### src/hw/afecp_regs.svh
// Register offsets, field positions, reset values and constants
`ifndef AFECP_REGS_SVH
`define AFECP_REGS_SVH

// Frame layout: [15] read flag, [14:8] address, [7:0] data
`define AFECP_FRAME_BITS 16
`define AFECP_FRAME_RD_BIT 15
`define AFECP_ADDR_HI 14
`define AFECP_ADDR_LO 8
`define AFECP_DATA_HI 7
`define AFECP_DATA_LO 0

// Register addresses
`define AFECP_ADDR_ENABLE1 7'h01
`define AFECP_ADDR_GAIN 7'h02
`define AFECP_ADDR_BIAS_ZC_ENABLE_REG 7'h03
`define AFECP_ADDR_BAND_CONTROL_REG 7'h04
`define AFECP_ADDR_INTERRUPT_CONTROL_REG 7'h05
`define AFECP_ADDR_RESET 7'h09

// Soft reset key
`define AFECP_SOFT_RESET_KEY 8'h14

// Transmit enable register fields
`define AFECP_PA_BIT 0
`define AFECP_TX_BIT 1
`define AFECP_DAC_BIT 2

// Gain register fields
`define AFECP_TXG_HI 1
`define AFECP_TXG_LO 0
`define AFECP_RXG_HI 5
`define AFECP_RXG_LO 2

// Bias and zero-cross register fields
`define AFECP_BIAS_HI 1
`define AFECP_BIAS_LO 0
`define AFECP_ZC_BIT 2

// Band and interrupt control fields
`define AFECP_BAND_BIT 0
`define AFECP_THERM_EN_BIT 0

// Reset values
`define AFECP_RST_ENABLE1 3'h0
`define AFECP_RST_TXG 2'h0
`define AFECP_RST_RXG 4'h0
`define AFECP_RST_BIAS 2'h0
`define AFECP_RST_BAND 1'b0

// Transmit gain in units of 1/256 V/V
`define AFECP_TXG_Q8_0 9'h040
`define AFECP_TXG_Q8_1 9'h080
`define AFECP_TXG_Q8_2 9'h0b5
`define AFECP_TXG_Q8_3 9'h100

`endif

### src/hw/afecp_pkg.sv
// Types shared by the front-end register logic
package afecp_pkg;
  typedef logic [6:0] afecp_addr_t;
  typedef logic [7:0] afecp_data_t;
  typedef enum logic [1:0] {
    AFECP_TXG_QUARTER,
    AFECP_TXG_HALF,
    AFECP_TXG_ROOT_HALF,
    AFECP_TXG_UNITY
  } afecp_txg_t;
  typedef enum logic {
    AFECP_BAND_A,
    AFECP_BAND_BCD
  } afecp_band_t;
endpackage

### src/hw/afecp_frame_if.sv
// Received write frame carried from the serial receiver to the core
interface afecp_frame_if;
  import afecp_pkg::*;
  logic valid;
  afecp_addr_t addr;
  afecp_data_t data;
  modport rx (output valid, output addr, output data);
  modport core (input valid, input addr, input data);
endinterface

### src/hw/afecp_core.sv
// Front-end control registers, interrupt flag and PWM summing path
`include "afecp_regs.svh"

// What this block does
// - Writing 0x14 to reset register reinitialises
// - Writing 0x03 to bias_zc_enable_reg turns bias on
// - Band bit: 1 selects B/C/D, 0 selects A
// - Writing 0x00 to interrupt_control_reg clears pending interrupts
// - Zero-cross bit in bias_zc_enable_reg enables zero-crossing
// - Transmit gain code 0..3 gives 0.25..1 V/V
// - Receive gain code 0..15 gives 0.25..128 V/V
// - TX and PA set, DAC clear: PWM mode
module afecp_core (
  input wire logic clk,
  input wire logic nrst,
  input wire logic sclk,
  input wire logic csN,
  input wire logic mosi,
  input wire logic dacModeSel,
  input wire logic shutdownPin,
  input wire logic pwmHigh,
  input wire logic pwmLow,
  input wire logic thermalOverload,
  output logic [1:0] txSum,
  output logic txPathOn,
  output logic paOn,
  output logic dacOn,
  output logic [1:0] biasOn,
  output logic zeroCrossOn,
  output afecp_pkg::afecp_band_t bandSelect,
  output afecp_pkg::afecp_txg_t txGain,
  output logic [8:0] txGainQ8,
  output logic [3:0] rxGain,
  output logic thermalPending,
  output logic thermalIntEn,
  output logic intN
);
  import afecp_pkg::*;

  afecp_frame_if frame ();

  logic [1:0] dacSync_reg;
  logic [1:0] sdSync_reg;
  logic [1:0] pwmHiSync_reg;
  logic [1:0] pwmLoSync_reg;
  logic [1:0] thermSync_reg;
  logic [2:0] enable1_reg;
  logic [1:0] txg_reg;
  logic [3:0] rxg_reg;
  logic [1:0] bias_reg;
  logic zc_reg;
  logic band_reg;
  logic thermEn_reg;
  logic thermPend_reg;
  logic [1:0] sum_reg;
  logic intN_reg;
  logic [8:0] gainQ8_reg;
  logic softReset;
  logic wrEnable1;
  logic wrGain;
  logic wrEnable2;
  logic wrControl1;
  logic wrControl2;
  logic pwmMode;

  afecp_spi_rx rx (
    .clk(clk),
    .nrst(nrst),
    .sclk(sclk),
    .csN(csN),
    .mosi(mosi),
    .frame(frame)
  );

  // ----------------------------------------------------------------
  // Pin synchronisers
  // ----------------------------------------------------------------
  always_ff @(posedge clk) begin
    if (!nrst) begin
      dacSync_reg <= 2'h0;
      sdSync_reg <= 2'h0;
      pwmHiSync_reg <= 2'h0;
      pwmLoSync_reg <= 2'h0;
      thermSync_reg <= 2'h0;
    end else begin
      dacSync_reg <= {dacSync_reg[0], dacModeSel};
      sdSync_reg <= {sdSync_reg[0], shutdownPin};
      pwmHiSync_reg <= {pwmHiSync_reg[0], pwmHigh};
      pwmLoSync_reg <= {pwmLoSync_reg[0], pwmLow};
      thermSync_reg <= {thermSync_reg[0], thermalOverload};
    end
  end

  // ----------------------------------------------------------------
  // Write decode
  // ----------------------------------------------------------------
  assign softReset = frame.valid && frame.addr == `AFECP_ADDR_RESET
    && frame.data == `AFECP_SOFT_RESET_KEY;
  assign wrEnable1 = frame.valid && frame.addr == `AFECP_ADDR_ENABLE1;
  assign wrGain = frame.valid && frame.addr == `AFECP_ADDR_GAIN;
  assign wrEnable2 = frame.valid && frame.addr == `AFECP_ADDR_BIAS_ZC_ENABLE_REG;
  assign wrControl1 = frame.valid && frame.addr == `AFECP_ADDR_BAND_CONTROL_REG;
  assign wrControl2 = frame.valid && frame.addr == `AFECP_ADDR_INTERRUPT_CONTROL_REG;

  // ----------------------------------------------------------------
  // Transmit enable register
  // ----------------------------------------------------------------
  always_ff @(posedge clk) begin
    if (!nrst || softReset) begin
      enable1_reg <= `AFECP_RST_ENABLE1;
    end else if (wrEnable1) begin
      enable1_reg <= frame.data[`AFECP_DAC_BIT:`AFECP_PA_BIT];
    end
  end

  // ----------------------------------------------------------------
  // Gain select register
  // ----------------------------------------------------------------
  always_ff @(posedge clk) begin
    if (!nrst || softReset) begin
      txg_reg <= `AFECP_RST_TXG;
      rxg_reg <= `AFECP_RST_RXG;
    end else if (wrGain) begin
      txg_reg <= frame.data[`AFECP_TXG_HI:`AFECP_TXG_LO];
      rxg_reg <= frame.data[`AFECP_RXG_HI:`AFECP_RXG_LO];
    end
  end

  // Transmit gain as a fixed-point figure
  always_ff @(posedge clk) begin
    if (!nrst) begin
      gainQ8_reg <= `AFECP_TXG_Q8_0;
    end else begin
      unique case (afecp_txg_t'(txg_reg))
        AFECP_TXG_QUARTER: gainQ8_reg <= `AFECP_TXG_Q8_0;
        AFECP_TXG_HALF: gainQ8_reg <= `AFECP_TXG_Q8_1;
        AFECP_TXG_ROOT_HALF: gainQ8_reg <= `AFECP_TXG_Q8_2;
        AFECP_TXG_UNITY: gainQ8_reg <= `AFECP_TXG_Q8_3;
      endcase
    end
  end

  // ----------------------------------------------------------------
  // Bias and zero-cross register
  // ----------------------------------------------------------------
  always_ff @(posedge clk) begin
    if (!nrst || softReset) begin
      bias_reg <= `AFECP_RST_BIAS;
      zc_reg <= 1'b0;
    end else if (wrEnable2) begin
      bias_reg <= frame.data[`AFECP_BIAS_HI:`AFECP_BIAS_LO];
      zc_reg <= frame.data[`AFECP_ZC_BIT];
    end
  end

  // ----------------------------------------------------------------
  // Band control register
  // ----------------------------------------------------------------
  always_ff @(posedge clk) begin
    if (!nrst || softReset) begin
      band_reg <= `AFECP_RST_BAND;
    end else if (wrControl1) begin
      band_reg <= frame.data[`AFECP_BAND_BIT];
    end
  end

  // ----------------------------------------------------------------
  // Interrupt control: any write clears, a new event still wins
  // ----------------------------------------------------------------
  always_ff @(posedge clk) begin
    if (!nrst || softReset) begin
      thermEn_reg <= 1'b0;
    end else if (wrControl2) begin
      thermEn_reg <= frame.data[`AFECP_THERM_EN_BIT];
    end
  end

  always_ff @(posedge clk) begin
    if (!nrst || softReset) begin
      thermPend_reg <= 1'b0;
    end else if (thermSync_reg[1]) begin
      thermPend_reg <= 1'b1;
    end else if (wrControl2) begin
      thermPend_reg <= 1'b0;
    end
  end

  always_ff @(posedge clk) begin
    if (!nrst) begin
      intN_reg <= 1'b1;
    end else begin
      intN_reg <= !(thermPend_reg && thermEn_reg);
    end
  end

  // ----------------------------------------------------------------
  // PWM summing path: live only in PWM mode and out of shutdown
  // ----------------------------------------------------------------
  assign pwmMode = enable1_reg[`AFECP_TX_BIT] && enable1_reg[`AFECP_PA_BIT]
    && !enable1_reg[`AFECP_DAC_BIT] && !dacSync_reg[1]
    && !sdSync_reg[1];

  always_ff @(posedge clk) begin
    if (!nrst) begin
      sum_reg <= 2'h0;
    end else if (pwmMode) begin
      sum_reg <= {1'b0, pwmHiSync_reg[1]}
        + {1'b0, pwmLoSync_reg[1]};
    end else begin
      sum_reg <= 2'h0;
    end
  end

  assign txSum = sum_reg;
  assign txPathOn = enable1_reg[`AFECP_TX_BIT];
  assign paOn = enable1_reg[`AFECP_PA_BIT];
  assign dacOn = enable1_reg[`AFECP_DAC_BIT];
  assign biasOn = bias_reg;
  assign zeroCrossOn = zc_reg;
  assign bandSelect = afecp_band_t'(band_reg);
  assign txGain = afecp_txg_t'(txg_reg);
  assign txGainQ8 = gainQ8_reg;
  assign rxGain = rxg_reg;
  assign thermalPending = thermPend_reg;
  assign thermalIntEn = thermEn_reg;
  assign intN = intN_reg;
endmodule

### src/hw/afecp_spi_rx.sv
// Serial frame receiver: synchronises pins and assembles 16-bit frames
`include "afecp_regs.svh"
module afecp_spi_rx (
  input wire logic clk,
  input wire logic nrst,
  input wire logic sclk,
  input wire logic csN,
  input wire logic mosi,
  afecp_frame_if.rx frame
);
  import afecp_pkg::*;

  logic [1:0] sclkSync_reg;
  logic [1:0] csNSync_reg;
  logic [1:0] mosiSync_reg;
  logic sclkLast_reg;
  logic csNLast_reg;
  logic [15:0] shift_reg;
  logic [4:0] count_reg;
  logic valid_reg;
  afecp_addr_t addr_reg;
  afecp_data_t data_reg;

  // ----------------------------------------------------------------
  // Pin synchronisers
  // ----------------------------------------------------------------
  always_ff @(posedge clk) begin
    if (!nrst) begin
      sclkSync_reg <= 2'h0;
      csNSync_reg <= 2'h3;
      mosiSync_reg <= 2'h0;
      sclkLast_reg <= 1'b0;
      csNLast_reg <= 1'b1;
    end else begin
      sclkSync_reg <= {sclkSync_reg[0], sclk};
      csNSync_reg <= {csNSync_reg[0], csN};
      mosiSync_reg <= {mosiSync_reg[0], mosi};
      sclkLast_reg <= sclkSync_reg[1];
      csNLast_reg <= csNSync_reg[1];
    end
  end

  // ----------------------------------------------------------------
  // Shift on rising clock while selected
  // ----------------------------------------------------------------
  always_ff @(posedge clk) begin
    if (!nrst) begin
      shift_reg <= 16'h0000;
      count_reg <= 5'h00;
    end else if (csNSync_reg[1]) begin
      count_reg <= 5'h00;
    end else if (sclkSync_reg[1] && !sclkLast_reg) begin
      shift_reg <= {shift_reg[14:0], mosiSync_reg[1]};
      if (count_reg != 5'h1f) begin
        count_reg <= count_reg + 5'h01;
      end
    end
  end

  // ----------------------------------------------------------------
  // Frame ends on deselect; only whole 16-bit write frames count
  // ----------------------------------------------------------------
  always_ff @(posedge clk) begin
    if (!nrst) begin
      valid_reg <= 1'b0;
      addr_reg <= 7'h00;
      data_reg <= 8'h00;
    end else begin
      valid_reg <= csNSync_reg[1] && !csNLast_reg
        && count_reg == 5'(`AFECP_FRAME_BITS)
        && !shift_reg[`AFECP_FRAME_RD_BIT];
      addr_reg <= shift_reg[`AFECP_ADDR_HI:`AFECP_ADDR_LO];
      data_reg <= shift_reg[`AFECP_DATA_HI:`AFECP_DATA_LO];
    end
  end

  assign frame.valid = valid_reg;
  assign frame.addr = addr_reg;
  assign frame.data = data_reg;
endmodule

### config.mk
export PLATFORM = sky130hd
export DESIGN_NAME = afecp_core
export DESIGN_NICKNAME = d
export VERILOG_FILES = /design/src/hw/afecp_pkg.sv /design/src/hw/afecp_frame_if.sv /design/src/hw/afecp_core.sv /design/src/hw/afecp_spi_rx.sv
export VERILOG_INCLUDE_DIRS = /design/src /design/src/hw
export SDC_FILE = /design/constraint.sdc
export NUM_CORES = 1
export LEC_CHECK = 0
export BUFFER_PORTS_ARGS = -buffer_cell sky130_fd_sc_hd__buf_4
export CAP_MARGIN = 0
export CORE_ASPECT_RATIO = 1.4
export CORE_UTILIZATION = 47
export CTS_BUF_LIST = sky130_fd_sc_hd__clkbuf_4
export DETAILED_ROUTE_END_ITERATION = 8
export PLACE_DENSITY = 0.73
export REMOVE_ABC_BUFFERS = 1
export SYNTH_ARGS = -nofsm -noshare
export SYNTH_HDL_FRONTEND = slang
export SYNTH_SLANG_ARGS = --single-unit
### constraint.sdc
create_clock -name clk -period 2 [get_ports clk]
set_input_delay 0.3 -clock clk [delete_from_list [all_inputs] [get_ports clk]]
set_output_delay 0.3 -clock clk [all_outputs]
set_load 0.005 [all_outputs]
== Word-level counts from Yosys, hierarchy flattened ==
Cells that the tools add are included.

* Register bits after elaboration: 82
* Logic and storage cells: 76

* Add/sub/neg operators: 2
* Equal/unequal tests: 12
* Muxes and demuxes: 3
* Bitwise gates (word level): 2
* Reductions and logical operators: 31

{| class="wikitable"
|+ Operators with widths
! kind !! number
|-
| 9-bit one-hot mux with 4 select lines || 1
|-
| 1-bit logical AND || 16
|-
| 7-bit by 2-bit == test with 1-bit output (second input constant) || 2
|-
| 7-bit by 3-bit == test with 1-bit output (second input constant) || 2
|-
| 8-bit by 5-bit == test with 1-bit output (second input constant) || 1
|-
| 1-bit logical NOT || 8
|-
| 7-bit by 1-bit == test with 1-bit output (second input constant) || 1
|-
| 7-bit by 4-bit == test with 1-bit output (second input constant) || 1
|-
| 2-bit AND reduction || 3
|-
| 5-bit by 1-bit adder with 5-bit output (second input constant) || 1
|-
| 5-bit == test (second input constant) || 1
|-
| 5-bit inequality test (second input constant) || 1
|-
| 2-bit == test (second input constant) || 2
|-
| 1-bit by 1-bit adder with 2-bit output || 1
|-
| 2-bit by 1-bit == test with 1-bit output (second input constant) || 1
|-
| 2-bit logical NOT || 1
|-
| 1-bit 2-to-1 mux || 2
|-
| 1-bit inverter || 2
|-
| 2-bit nonzero test || 1
|-
| 2-bit OR reduction || 1
|-
| 1-bit logical OR || 1
|}

== Depth between registers and ports, before layout ==
* Word-level depth: 5
* Depth in mapped cells: 6

== Modules after synthesis ==
Synthesis repeated with hierarchy kept, for this count alone.

* Cell total of the unflattened synthesis: 280
* Area total of the unflattened synthesis: 2951.6 um^2

{| class="wikitable"
|+ Modules (own cells, without submodules)
! module !! times used !! cells each !! area an instance (um^2) !! seq. area each (um^2)
|-
| afecp_spi_rx || 1 || 150 || 1519.0 || 900.9
|-
| afecp_core || 1 || 130 || 1432.6 || 640.6
|}

== Least setup slack after synthesis ==
OpenSTA, ideal clock, no wires.

* Path type: register -> register
* Start: register rx.count_reg[0]
* End: register rx.count_reg[3]
* Library setup time: 0.070 ns
* Arrival time: 1.813 ns
* Data required time: 1.930 ns
* Slack: 0.117 ns
* Cell stages (with the launch flop): 7
* Path buffers: 0
* Clock period less this slack: 1.883 ns
* Cell sequence: dfxtp_1 ha_1 and3_1 ha_1 or3b_2 or3_1 a21oi_1

* Longest elaborated chain between the ends: 2
* Elaborated cells on any way between the ends: 3
* Those cells by class: 1 x add/sub; 1 x eq/ne; 1 x reduce/logical

{| class="wikitable"
|+ RTL lines
! element !! RTL line !! text
|-
| start: declaration || afecp_spi_rx.sv:19 || <nowiki>logic [4:0] count_reg;</nowiki>
|-
| start signal: assignment || afecp_spi_rx.sv:55 || <nowiki>count_reg <= count_reg + 5'h01;</nowiki>
|-
| parallel branches: the longest is 2 deep, another holds 5-bit by 1-bit adder with 5-bit output || n/a ||
|}

Several ways; the timed one is not identified.
A chain may end at the register's enable or synchronous reset.

== Worst setup path after layout ==
Same ends and word-level chain as after synthesis.

==> results.yml <==
run_status:
  status: "finished clean"
pwr:
  ir_worst_vdd_v: 0.000406
  power_density_mw_per_mm2: 785
  total_power_mw: 2.61
  p_leak_nw: 1.31
final_layout:
  drive_gt1_share_pct: 22.7
  fin_nets: 333
  syn2layout_area_growth_pct: 15.0
  final_common_cell: "dfxtp_1"
  layout_common_cells: "77 x dfxtp_1, 40 x buf_4, 35 x and2_1"
  largest_register_ffs: 16
  fin_util_pct: 56.2
  antennaDiodeCount: 0
critical_path:
  crit_path_frequent_cell: "ha_1"
  slowest_stage: "or3b_2"
  start_kind: "flip-flop"
  reg2reg_to: "rx.count_reg[3]"
  cp_data_required_time_ps: 2370
  path_cells: "ha_1 > and3_1 > ha_1 > or3b_2 > or3_1 > a21oi_1"
  cpPeakStageDelay_ps: 460
  crit_arrival_ps: 2310
  critPathTopFamily: "simple AND/OR/NAND/NOR gates"
  cp-end-kind: "flip-flop"
  r2r_cells: 6
  rrSetupSlack_ps: 60
  critPathMaxFanout: 4
  r2r-start: "rx.count_reg[0]"
  worstSetupPathType: "flip-flop to flip-flop"
  cp_num_buf_inv: 0
route:
  drc: 0
  antenna_left: 0
  wirelength_um: 4950
  drt_iter0_markers: 131
  post_drt_wl_per_cell_um: 12.7
  drt_first_pass_iters: 4
  viasPerCell: 5.32
  vias: 2082
clock_network:
  post_cts_buffers: 0
  numCtsBuffers: 9
  clock_latency_ps: 430
  cts_resized: 0
  cts_tree: "yes"
  root_buffer: "clkbuf_4"
  cts.sinks: 77
  htreeDepth: 3
  clkSlewWorstSetupHoldPaths_ps: 140
  holdBufCountCts: 0
  cts.path.max_buffers: 2
timing:
  worst_pin_slew_ps: 658
  finalCriticalPeriod_ps: 1940
  period_share_pct: 97.2
  hold_viol_final: 0
  setup_viol: 0
  layout_setup_ws_ps: 55.0
  fin_skew_ps: 21.2
  rsz0062_at_grt: "no"
  setup-tns-final_ps: 0
  finalMaxSlewViolations: 0
  timing.fmax_mhz: 514
  whs_ps: 63.2
  maxSlewHeadroom_pct: 56.1
floorplanning:
  fp.dieW_um: 68.2
  io_pins: 37
  core_mm2: 0.00590
  die-height_um: 94.7
  rows: 33
  die_area_mm2: 0.00647
  initial_core_util_pct: 48.9
place:
  hpwl_um: 3390
  gp_congestion: 0.811
  post-place-ws_ps: 65.6
  portBuffers: 34
hold_path:
  hold_end: "rx.csNSync_reg[0]"
  hold_depth: 2
  min_from: "csN"
  min_path_type: "input port to flip-flop"
synthesis:
  synth_mux_area_share_pct: 0
  synth_top_family_by_area: "simple AND/OR/NAND/NOR gates"
  avgSynthCellArea_um2: 10.2
  syn_inst: 283
  synth_compound_area_share_pct: 13.2
  synth_area_mm2: 0.00289
  ys_seq_area_share_pct: 53.4
  synth-simple-area-share_pct: 25.3
  synth-seq-cells: 77
  netlist-cell-type-count: 36
  synth_warnings: 0
  synthAdderAreaFrac_pct: 3.03
  synth_xor_xnor_area_share_pct: 0.303
global_route:
  grt_max_degree: 30
  antenna_found_initial: 0
  grtUsageTotal_pct: 17.3
  grt_pass1_wl_um: 8310
  grt_pass1_vias: 1898
  grt_overflow: 0
job:
  cap_violations: 0
stage by stage:
step                      cell area [um2]  instances
final                                3320        391
after global routing                 3320        391
after CTS                            3320        391
after detailed placement             3170        375
after global placement               3170        375
after floorplan                      2780        265
Yosys cell counts, drive strengths merged:
cell type  instances  area share (%)
and3               1            0.22
o21ai             28             4.9
nor3               1            0.17
clkbuf            11             1.4
nand4bb            2            0.78
ha                 7             3.0
conb               1            0.13
nand4              3            0.65
buf                8             2.3
or3b               4             1.2
nand2b             5             1.1
nand3             13             2.3
nor4b              1            0.52
a21oi              5            0.87
or4bb              1            0.39
nor3b              3            0.78
and2              35             7.6
or4                1            0.26
dfxtp             77              53
a221oi            15             6.7
or3                1            0.22
o31ai              3            0.78
nor2              32             4.7
inv                7            0.91
nand2              8             1.0
or4b               1            0.35
nor4               3             1.4
xnor2              1            0.30
nand4b             2            0.61
nor4bb             3             1.0
worst reg2reg max path: stages, from the launching register on:
cell and delay [ps]:
dfxtp_1 350, ha_1 210, and3_1 180, ha_1 200
or3b_2 460, or3_1 350, a21oi_1 150
layer usage:
| metal | global-route usage [%] | up-vias | share of wire [%] |
|---|---|---|---|
| met1 | 18.9 | 978 | 43 |
| met2 | 29.1 | 49 | 51 |
| met5 | 0 | - | 0 |
| met3 | 4.35 | 10 | 3.4 |
| li1 | - | 1045 | - |
| met4 | 10.8 | 0 | 2.5 |
cell families after synthesis:
family                     Yosys count
other                                1
buffers and inverters               26
AOI/OAI and AO/OA                   51
xor gates and xnor gates             1
and+or+nand+nor                    120
adders and majority gates            7
DFF                                 77
worst max-delay path by stage:
| stage | slack (ps) | depth (start not counted) | startpoint | endpoint |
|---|---|---|---|---|
| finish | 60 | 6 | rx.count_reg[0] | rx.count_reg[3] |
| CTS | 60 | 6 | rx.count_reg[0] | rx.count_reg[3] |
| floorplan | 120 | 6 | rx.count_reg[0] | rx.count_reg[3] |
| detailed placement | 70 | 6 | rx.count_reg[0] | rx.count_reg[3] |
| global placement | 130 | 6 | rx.count_reg[0] | rx.count_reg[3] |
| global route | 7 | 6 | rx.count_reg[0] | rx.count_reg[3] |
area by class of cell:
type	count	area (um2)
sequential	77	1540
tap	70	87.6
inverter	7	26.3
timing repair buffer	40	300
clock buffer	9	67.6
clock inverter	7	82.6
multi-input combinational	181	1210
fill	523	2580
power breakdown:
group | internal, mW | switching [mW] | total [mW]
sequential | 1.56 | 0.0104 | 1.57
clock | 0.397 | 0.575 | 0.972
combinational | 0.0325 | 0.0363 | 0.0688
Power figures use the tool's default switching activity.
